[config.mk]
export PLATFORM = sky130hd
export DESIGN_NAME = pcspc_socket_power
export DESIGN_NICKNAME = d
export VERILOG_FILES = /design/src/verilog/pcspc_pkg.sv /design/src/verilog/pcspc_dual_reset_reg.sv /design/src/verilog/pcspc_power_decode.sv /design/src/verilog/pcspc_socket_power.sv
export SDC_FILE = /design/constraint.sdc
export NUM_CORES = 1
export LEC_CHECK = 0
export BUFFER_PORTS_ARGS = -buffer_cell sky130_fd_sc_hd__buf_2
export CORE_MARGIN = 4
export CORE_UTILIZATION = 54
export DETAILED_ROUTE_END_ITERATION = 12
export PLACE_DENSITY = 0.8
export RECOVER_POWER = 25
export SYNTH_ARGS = -nofsm -noshare
export SYNTH_HDL_FRONTEND = slang
export SYNTH_HIERARCHICAL = 1
export SYNTH_SLANG_ARGS = --single-unit
[constraint.sdc]
create_clock -name clock -period 2.5 [get_ports clock]
set_clock_uncertainty 0.1 [all_clocks]
set_input_delay 0.125 -clock clock [delete_from_list [all_inputs] [get_ports clock]]
set_output_delay 0.125 -clock clock [all_outputs]
set_load 0.005 [all_outputs]
[src/verilog/pcspc_pkg.sv]
// socket power control: shared offsets, fields, codes and types
// assumes an 8-bit register window addressed by byte offset
package pcspc_pkg;

    localparam int REG_ADDR_W = 8;
    localparam int REG_DATA_W = 8;

    // register offsets in the socket window
    localparam logic [7:0] OFS_IDENT      = 8'h00;
    localparam logic [7:0] OFS_IF_STATUS  = 8'h01;
    localparam logic [7:0] OFS_POWER_CTRL = 8'h02;

    // power control fields
    localparam int PC_OUT_EN_BIT   = 7;
    localparam int PC_AUTO_SW_BIT  = 5;
    localparam int PC_VCC_EN_BIT   = 4;
    localparam int PC_VCC_REQ_LSB  = 3;
    localparam int PC_VPP_LSB      = 0;

    localparam logic [7:0] POWER_CTRL_RESET = 8'h00;
    localparam logic [7:0] NATIVE_RW_MASK   = 8'hB3;
    localparam logic [7:0] NATIVE_KEEP_MASK = 8'hA0;
    localparam logic [7:0] COMPAT_RW_MASK   = 8'h9B;
    localparam logic [7:0] COMPAT_KEEP_MASK = 8'h9B;

    // identification register
    localparam logic [7:0] IDENT_RESET   = 8'h04;
    localparam logic [7:0] IDENT_RW_MASK = 8'h3F;
    localparam logic [1:0] IFTYPE_VAL    = 2'h2;
    localparam logic [3:0] REV_COMPAT    = 4'h2;
    localparam logic [3:0] REV_NATIVE    = 4'h4;

    // interface status fields
    localparam int ST_CARD_PWR_BIT = 6;
    localparam int ST_CD2_BIT      = 3;
    localparam int ST_CD1_BIT      = 2;

    // request codes
    localparam logic [1:0] VPP_NONE        = 2'h0;
    localparam logic [1:0] VPP_VCC         = 2'h1;
    localparam logic [1:0] VPP_12V         = 2'h2;
    localparam logic [1:0] VCC_REQ_0V      = 2'h0;
    localparam logic [1:0] VCC_REQ_5V      = 2'h2;
    localparam logic [1:0] VCC_REQ_3V3     = 2'h3;

    typedef enum logic [1:0] {
        LAYOUT_NATIVE = 2'b01,
        LAYOUT_COMPAT = 2'b10
    } pcspc_layout_t;

    typedef struct packed {
        logic       wrEn;
        logic       rdEn;
        logic [7:0] addr;
        logic [7:0] wrData;
    } pcspc_reg_req_t;

    typedef struct packed {
        logic vccOn;
        logic vcc3v3;
        logic vppFollow;
        logic vpp12;
    } pcspc_pwr_t;

endpackage

[src/verilog/pcspc_dual_reset_reg.sv]
// register with masked write and two reset classes
// assumes rst and busReset synchronous to clock, active high
`timescale 1ns/1ps
module pcspc_dual_reset_reg #(
    parameter int             W         = 8,
    parameter logic [W-1:0]   RESET_VAL = '0
) (
    input  wire logic         clock,     // system clock
    input  wire logic         rst,       // global reset
    input  wire logic         busReset,  // bus reset
    input  wire logic         pmeEnable, // marked bits survive bus reset
    input  wire logic         wrEn,      // write strobe
    input  wire logic [W-1:0] wrData,    // write data
    input  wire logic [W-1:0] wrMask,    // writable bits
    input  wire logic [W-1:0] keepMask,  // marked bits
    output logic      [W-1:0] q          // stored value
);
    logic [W-1:0] nxt_q;
    logic [W-1:0] holdMask;

    always_comb begin
        holdMask = keepMask & {W{pmeEnable}};
        nxt_q    = q;
        if (busReset) begin
            nxt_q = (q & holdMask) | (RESET_VAL & ~holdMask);
        end else if (wrEn) begin
            nxt_q = (wrData & wrMask) | (q & ~wrMask);
        end
    end

    always_ff @(posedge clock) begin
        if (rst) begin
            q <= RESET_VAL;
        end else begin
            q <= nxt_q;
        end
    end
endmodule

[src/verilog/pcspc_power_decode.sv]
// decodes stored power control bits into switch requests
// assumes card detect already synchronous; purely combinational
`timescale 1ns/1ps
module pcspc_power_decode (
    input  wire pcspc_pkg::pcspc_layout_t layout,         // active layout
    input  wire logic [7:0]               ctrl,           // stored control
    input  wire logic                     vccLevelSelect, // native level
    input  wire logic                     cardSeated,     // both detects on
    output pcspc_pkg::pcspc_pwr_t         pwr             // requests
);
    import pcspc_pkg::*;

    logic [1:0] vppCode;
    logic [1:0] vccCode;

    always_comb begin
        pwr     = '0;
        vppCode = ctrl[PC_VPP_LSB +: 2];
        vccCode = ctrl[PC_VCC_REQ_LSB +: 2];
        unique case (layout)
            LAYOUT_NATIVE: begin
                // auto switch gates vcc on card presence
                pwr.vccOn  = ctrl[PC_VCC_EN_BIT]
                             && (!ctrl[PC_AUTO_SW_BIT] || cardSeated);
                pwr.vcc3v3 = pwr.vccOn && vccLevelSelect;
            end
            LAYOUT_COMPAT: begin
                pwr.vccOn  = (vccCode == VCC_REQ_5V) || (vccCode == VCC_REQ_3V3);
                pwr.vcc3v3 = (vccCode == VCC_REQ_3V3);
            end
            default: begin
                pwr = '0;
            end
        endcase
        // vpp request counts only with vcc on; reserved code means none
        if (pwr.vccOn) begin
            pwr.vppFollow = (vppCode == VPP_VCC);
            pwr.vpp12     = (vppCode == VPP_12V);
        end
    end
endmodule

[src/verilog/pcspc_socket_power.sv]
// socket power control register bank with its switch outputs
// assumes a synchronous byte register port and synchronous pins
//
// Overview of operation
// output enable bit 7 low disables all card outputs, high enables them
// native layout bit 6 always reads zero
// native auto-switch bit 5 gates socket power on card detects
// native bit 4 connects vcc at the system level select, else none
// native bits 3 and 2 always read zero
// native vpp: none, follow vcc, 12 V, reserved
// vpp request ignored while vcc off; compat vcc on at 5 V or 3.3 V
// compat vcc request bits 4:3: 0 V, 0 V reserved, 5 V, 3.3 V
// compat bits 6:5 and 2 read zero, writes ignored
// compat vpp: 0 V, follow vcc, 12 V, 0 V reserved
// with events enabled marked bits clear only on global reset
// revision 0010b selects compat layout; resets to 0100b native
// status bit 6 shows whether socket power is on
// switch requests held steady, updated the cycle after a write
`timescale 1ns/1ps
module pcspc_socket_power (
    input  wire logic                      clock,            // 100 MHz
    input  wire logic                      rst,              // global reset
    input  wire logic                      busReset,         // bus reset
    input  wire logic                      pmeEnable,        // events on
    input  wire pcspc_pkg::pcspc_reg_req_t regReq,           // reg request
    input  wire logic                      vccLevelSelect,   // 1 = 3.3 V
    input  wire logic                      cardDetect1N,     // detect 1
    input  wire logic                      cardDetect2N,     // detect 2
    output logic [7:0]                     regRdData,        // read data
    output logic                           regRdValid,       // read pulse
    output logic                           cardOutputEnable, // outputs on
    output logic                           autoSwitchOn,     // auto mode
    output pcspc_pkg::pcspc_pwr_t          pwrCtrl,          // to switch
    output logic                           cardPowerStatus,  // power on
    output logic                           compatMode        // compat layout
);
    import pcspc_pkg::*;

    // ------------------------------------------------------------
    // layout selection
    // ------------------------------------------------------------
    logic [7:0]    identReg;
    logic [7:0]    powerCtrl;
    pcspc_layout_t layout;
    logic [7:0]    rwMask;
    logic [7:0]    keepMask;

    always_comb begin
        layout   = (identReg[3:0] == REV_COMPAT) ? LAYOUT_COMPAT : LAYOUT_NATIVE;
        rwMask   = NATIVE_RW_MASK;
        keepMask = NATIVE_KEEP_MASK;
        if (layout == LAYOUT_COMPAT) begin
            rwMask   = COMPAT_RW_MASK;
            keepMask = COMPAT_KEEP_MASK;
        end
    end

    // ------------------------------------------------------------
    // register storage
    // ------------------------------------------------------------
    logic wrIdent;
    logic wrPower;

    assign wrIdent = regReq.wrEn && (regReq.addr == OFS_IDENT);
    assign wrPower = regReq.wrEn && (regReq.addr == OFS_POWER_CTRL);

    // identification bits clear on global reset only
    pcspc_dual_reset_reg #(
        .W         (8),
        .RESET_VAL (IDENT_RESET)
    ) u_ident (
        .clock     (clock),
        .rst       (rst),
        .busReset  (busReset),
        .pmeEnable (1'b1),
        .wrEn      (wrIdent),
        .wrData    (regReq.wrData),
        .wrMask    (IDENT_RW_MASK),
        .keepMask  (IDENT_RW_MASK),
        .q         (identReg)
    );

    // marked bits survive bus reset while events are enabled
    pcspc_dual_reset_reg #(
        .W         (8),
        .RESET_VAL (POWER_CTRL_RESET)
    ) u_power (
        .clock     (clock),
        .rst       (rst),
        .busReset  (busReset),
        .pmeEnable (pmeEnable),
        .wrEn      (wrPower),
        .wrData    (regReq.wrData),
        .wrMask    (rwMask),
        .keepMask  (keepMask),
        .q         (powerCtrl)
    );

    // ------------------------------------------------------------
    // power decode
    // ------------------------------------------------------------
    logic       cardSeated;
    pcspc_pwr_t pwrDecoded;

    assign cardSeated = !cardDetect1N && !cardDetect2N;

    pcspc_power_decode u_decode (
        .layout         (layout),
        .ctrl           (powerCtrl),
        .vccLevelSelect (vccLevelSelect),
        .cardSeated     (cardSeated),
        .pwr            (pwrDecoded)
    );

    // ------------------------------------------------------------
    // output registers
    // ------------------------------------------------------------
    logic       cardOutputEnable_ff;
    logic       autoSwitchOn_ff;
    pcspc_pwr_t pwrCtrl_ff;
    logic       cardPowerStatus_ff;
    logic       compatMode_ff;
    logic       nxt_cardOutputEnable;
    logic       nxt_autoSwitchOn;
    pcspc_pwr_t nxt_pwrCtrl;
    logic       nxt_cardPowerStatus;
    logic       nxt_compatMode;

    always_comb begin
        nxt_cardOutputEnable = powerCtrl[PC_OUT_EN_BIT];
        nxt_autoSwitchOn     = (layout == LAYOUT_NATIVE) && powerCtrl[PC_AUTO_SW_BIT];
        nxt_pwrCtrl          = pwrDecoded;
        nxt_cardPowerStatus  = pwrDecoded.vccOn;
        nxt_compatMode       = (layout == LAYOUT_COMPAT);
    end

    always_ff @(posedge clock) begin
        if (rst) begin
            cardOutputEnable_ff <= 1'b0;
            autoSwitchOn_ff     <= 1'b0;
            pwrCtrl_ff          <= '0;
            cardPowerStatus_ff  <= 1'b0;
            compatMode_ff       <= 1'b0;
        end else begin
            cardOutputEnable_ff <= nxt_cardOutputEnable;
            autoSwitchOn_ff     <= nxt_autoSwitchOn;
            pwrCtrl_ff          <= nxt_pwrCtrl;
            cardPowerStatus_ff  <= nxt_cardPowerStatus;
            compatMode_ff       <= nxt_compatMode;
        end
    end

    assign cardOutputEnable = cardOutputEnable_ff;
    assign autoSwitchOn     = autoSwitchOn_ff;
    assign pwrCtrl          = pwrCtrl_ff;
    assign cardPowerStatus  = cardPowerStatus_ff;
    assign compatMode       = compatMode_ff;

    // ------------------------------------------------------------
    // read path
    // ------------------------------------------------------------
    logic [7:0] rdValue;
    logic [7:0] regRdData_ff;
    logic       regRdValid_ff;
    logic [7:0] nxt_regRdData;
    logic       nxt_regRdValid;

    always_comb begin
        rdValue = 8'h00;
        unique case (regReq.addr)
            OFS_IDENT: begin
                rdValue = {IFTYPE_VAL, identReg[5:0]};
            end
            OFS_IF_STATUS: begin
                rdValue[ST_CARD_PWR_BIT] = cardPowerStatus_ff;
                rdValue[ST_CD2_BIT]      = !cardDetect2N;
                rdValue[ST_CD1_BIT]      = !cardDetect1N;
            end
            OFS_POWER_CTRL: begin
                rdValue = powerCtrl & rwMask;
            end
            default: begin
                rdValue = 8'h00;
            end
        endcase
        nxt_regRdValid = regReq.rdEn;
        nxt_regRdData  = regRdData_ff;
        if (regReq.rdEn) begin
            nxt_regRdData = rdValue;
        end
    end

    always_ff @(posedge clock) begin
        if (rst) begin
            regRdData_ff  <= 8'h00;
            regRdValid_ff <= 1'b0;
        end else begin
            regRdData_ff  <= nxt_regRdData;
            regRdValid_ff <= nxt_regRdValid;
        end
    end

    assign regRdData  = regRdData_ff;
    assign regRdValid = regRdValid_ff;

    logic rdPower;
    logic nativeNow;
    assign rdPower   = regReq.rdEn && (regReq.addr == OFS_POWER_CTRL);
    assign nativeNow = (layout == LAYOUT_NATIVE);
endmodule

# After elaboration in Yosys (flattened, before gate mapping)
# Cells that the tools add are included.
# Widths: inputs -> output; s select.
[op_classes]
eq_ne = 9
mux = 11
bitwise_logic = 10
n_reduce_logical = 16
[ops]
columns = ["op", "n"]
rows = [
  ["$and 8x8->8", 5],
  ["$mux 8", 2],
  ["$mux 6", 2],
  ["$pmux 2 s2", 3],
  ["$eq 2x2->1 const B", 4],
  ["$eq 8x1->1 const B", 1],
  ["$eq 8x2->1 const B", 1],
  ["$logic_not 8->1", 1],
  ["$not 8->8", 1],
  ["$or 6x8->8", 1],
  ["$or 8x8->8", 1],
  ["$logic_and 1x1->1", 6],
  ["$pmux 2 s3", 1],
  ["$eq 2x1->1 const B", 2],
  ["$eq 4x2->1 const B", 1],
  ["$pmux 1 s2", 2],
  ["$reduce_or 2->1", 2],
  ["$logic_not 1->1", 3],
  ["$logic_or 1x1->1", 2],
  ["$mux 2", 1],
  ["$not 1->1", 2],
  ["$reduce_and 2->1", 1],
  ["$reduce_bool 2->1", 1],
]
[totals]
reg_bits = 32
input_bits = 25
wordCells = 58

# Longest topological paths before layout
[logic_depth]
ltp_word = 9
depth_mapped = 8
ltp_nobuf = 7

# Cells and area by module
# Netlist, hierarchy kept.
[modules_own_cells]
columns = ["module", "n_inst", "cells_per_inst", "area_each_um2", "seq_area_each_um2"]
rows = [
  ["pcspc_socket_power", 1, 73, 675.6, 320.3],
  ["pcspc_dual_reset_reg (u_power)", 1, 51, 515.5, 160.2],
  ["pcspc_dual_reset_reg (u_ident)", 1, 50, 506.7, 160.2],
  ["pcspc_power_decode", 1, 17, 122.6, 0.0],
]

# Worst setup path before layout
# OpenSTA, ideal clock, no wires.
[synth_timing]
kind = "reg-to-reg"
from = "reg with a tool-made name"
to = "reg pwrCtrl_ff, in the netlist pwrCtrl[0]"
setup_time_ns = 0.065
arrival_ns = 1.896
t_required_ns = 2.335
path_slack_ns = 0.439
stages_incl_launch_ff = 8
n_path_buf = 1
path_cell_list = "dfxtp_1 -> or4b_1 -> clkbuf_1 -> inv_1 -> ha_1 -> nand2b_4 -> nor4_1 -> nor2b_1"
[synth_lines]
columns = ["item", "line_no", "source"]
rows = [
  ["end signal, assigned", "pcspc_socket_power.sv:147", "pwrCtrl_ff <= nxt_pwrCtrl;"],
  ["end, declared", "pcspc_socket_power.sv:120", "pcspc_pwr_t pwrCtrl_ff;"],
]

==> reports/qor.yml <==
setup_path:
  cp_common_cell: "inv_1"
  critPathCaptureType: "flop"
  worstSetupPathType: "reg2reg"
  crit_path_max_incr_delay_ps: 620
  crit_slowest_cell: "or4b_1"
  cp_cell_sequence: "or4b_1 > inv_1 > buf_4 > inv_1 > ha_1 > nor2_1 > nor4_1 > nor2b_1"
  required_ps: 2590
  path_max_fanout: 7
  startpoint_type: "flop"
  ff2ff_setup_slack_ps: 370
  r2r_cells: 8
  cp.arrival_ps: 2230
  reg2reg_to: "pwrCtrl[0]"
cts:
  ctsHtreeMaxLevel: 1
  cts_setup_buffers: 0
  clk_path_buf_depth: 2
  cts_root_buf: "clkbuf_4"
  clkSlewWorstSetupHoldPaths_ps: 160
  clkLatencyLatePin_ps: 330
  cts_sinks: 28
  cts_tree: "built"
  cts_buffers: 3
final_layout:
  area_growth_pct: 23.17
  final_core_util_pct: 69.82
  fill_cells: 243
  drive_gt1_share_pct: 22.98
  fin_nets: 263
  layout_common_cells: "buf_2, conb_1, dfxtp_1"
  multi_input_area_mm2: 0.001002
  num_antenna_cells: 0
  final_common_cell: "buf_2"
  regArea_um2: 560.5
placed_design:
  place_congestion: 0.7236
  port_buffers: 40
  hpwl_um: 2649
hold_path:
  min_to: "regRdData[2]"
  hp-class: "in2reg"
  hold_start: "cardDetect1N"
  min_path_cells: 4
timing:
  period_minus_slack_ps: 2133
  hold_violations: 0
  grt_setup_unrepaired: "no"
  slew_violations: 0
  slew_headroom_pct: 13.17
  tightest_slew_ps: 1302
  fmax_mhz: 468.9
  period_share_pct: 85.30
  finalSetupViolations: 0
  setup-tns-final_ps: 0
detailed_routing:
  drt-initial-drc-count: 61
  viasPerCell: 5.226
  postRouteAntennaNets: 0
  dr.pass1.iters: 4
  routed_wl_um: 3519
  post_drt_wl_per_cell_um: 13.23
  num_vias: 1390
  drc: 0
status:
  status: "completed"
yosys:
  syn_avg_cell_area_um2: 9.497
  synthesis.area_mm2: 0.001577
  netlist_instances: 166
  yosysWarnings: 6
grt:
  grt_max_degree: 36
  grtUsageTotal_pct: 19.57
  grt-ovfl-total: 0
  grt_pass1_wl_um: 5457
  grt_pass1_vias: 1192
  antenna_found_initial: 0
die:
  core_area_mm2: 0.002781
  num_io_pins: 42
  dieArea_mm2: 0.003848
  die_x_um: 62.03
  initial_utilization_pct: 56.68
  rows: 19
  die-height_um: 62.03
flow_run:
  cap_violations: 0
power_and_ir_drop:
  ir_drop_v: 0.0003927
  cellLeakagePower_nw: 0.7792
  power_density_mw_per_mm2: 428.3
[metrics by stage]
| stage | std cells | hold WS [ps] | setup WS, ps | area, µm² | power, mW |
|---|---|---|---|---|---|
| floorplan | 198 | 93.86 | 438.8 | 1697 | 0.5046 |
| global placement | 261 | 347.0 | 415.5 | 1884 | 0.5370 |
| detailed placement | 261 | 356.8 | 350.0 | 1884 | 0.5399 |
| CTS | 265 | 5.979 | 401.6 | 1937 | 0.8357 |
| global route | 266 | 6.093 | 257.4 | 1942 | 0.8746 |
| finish | 266 | 12.86 | 367.4 | 1942 | 0.8316 |
[what timing repair did]
item | 4_1_cts | 5_1_grt
setup endpoints to repair | 0 | 0
gates resized for setup | 0 | 0
hold buffers | 0 | 1
endpoints found under the hold margin | 0 | 1
[worst max-delay path, delay by kind of cell, from the launching register on]
kind / cells / cell delay, ps
adders and majority gates: 1 / 200
buffers and inverters: 3 / 310
DFF: 1 / 350
and+or+nand+nor: 4 / 1030
[worst max path at each step]
stage,end,start
5_1_grt,pwrCtrl[1],flop
2_1_floorplan,pwrCtrl[0],flop
3_3_place_gp,flop,regReq[13]
6_report,pwrCtrl[0],flop
4_1_cts,pwrCtrl[1],flop
3_5_place_dp,flop,regReq[13]
[metal layers]
layer  track usage (%)  routed length (µm)  vias up
met5                 0                   0        -
met4             8.485                  54        0
met3             3.719                 207        5
met2             31.95                1695       39
met1             25.00                1562      621
li1                  -                   -      725
[cell type report]
class                   count  share of cell area, %
well taps                  31                  1.997
clock buffers               3                  1.160
clock inverters             1                  1.546
inverters                  16                  3.093
flip-flops and latches     28                  28.87
multi-input cells         143                  51.61
repair buffers             44                  11.73
[where the power goes]
part / switching, mW / internal (mW)
sequential: 0.00210 / 0.451
clock: 0.136 / 0.162
combinational: 0.0464 / 0.0335
total: 0.185 / 0.647
Power figures use the tool's default switching activity.
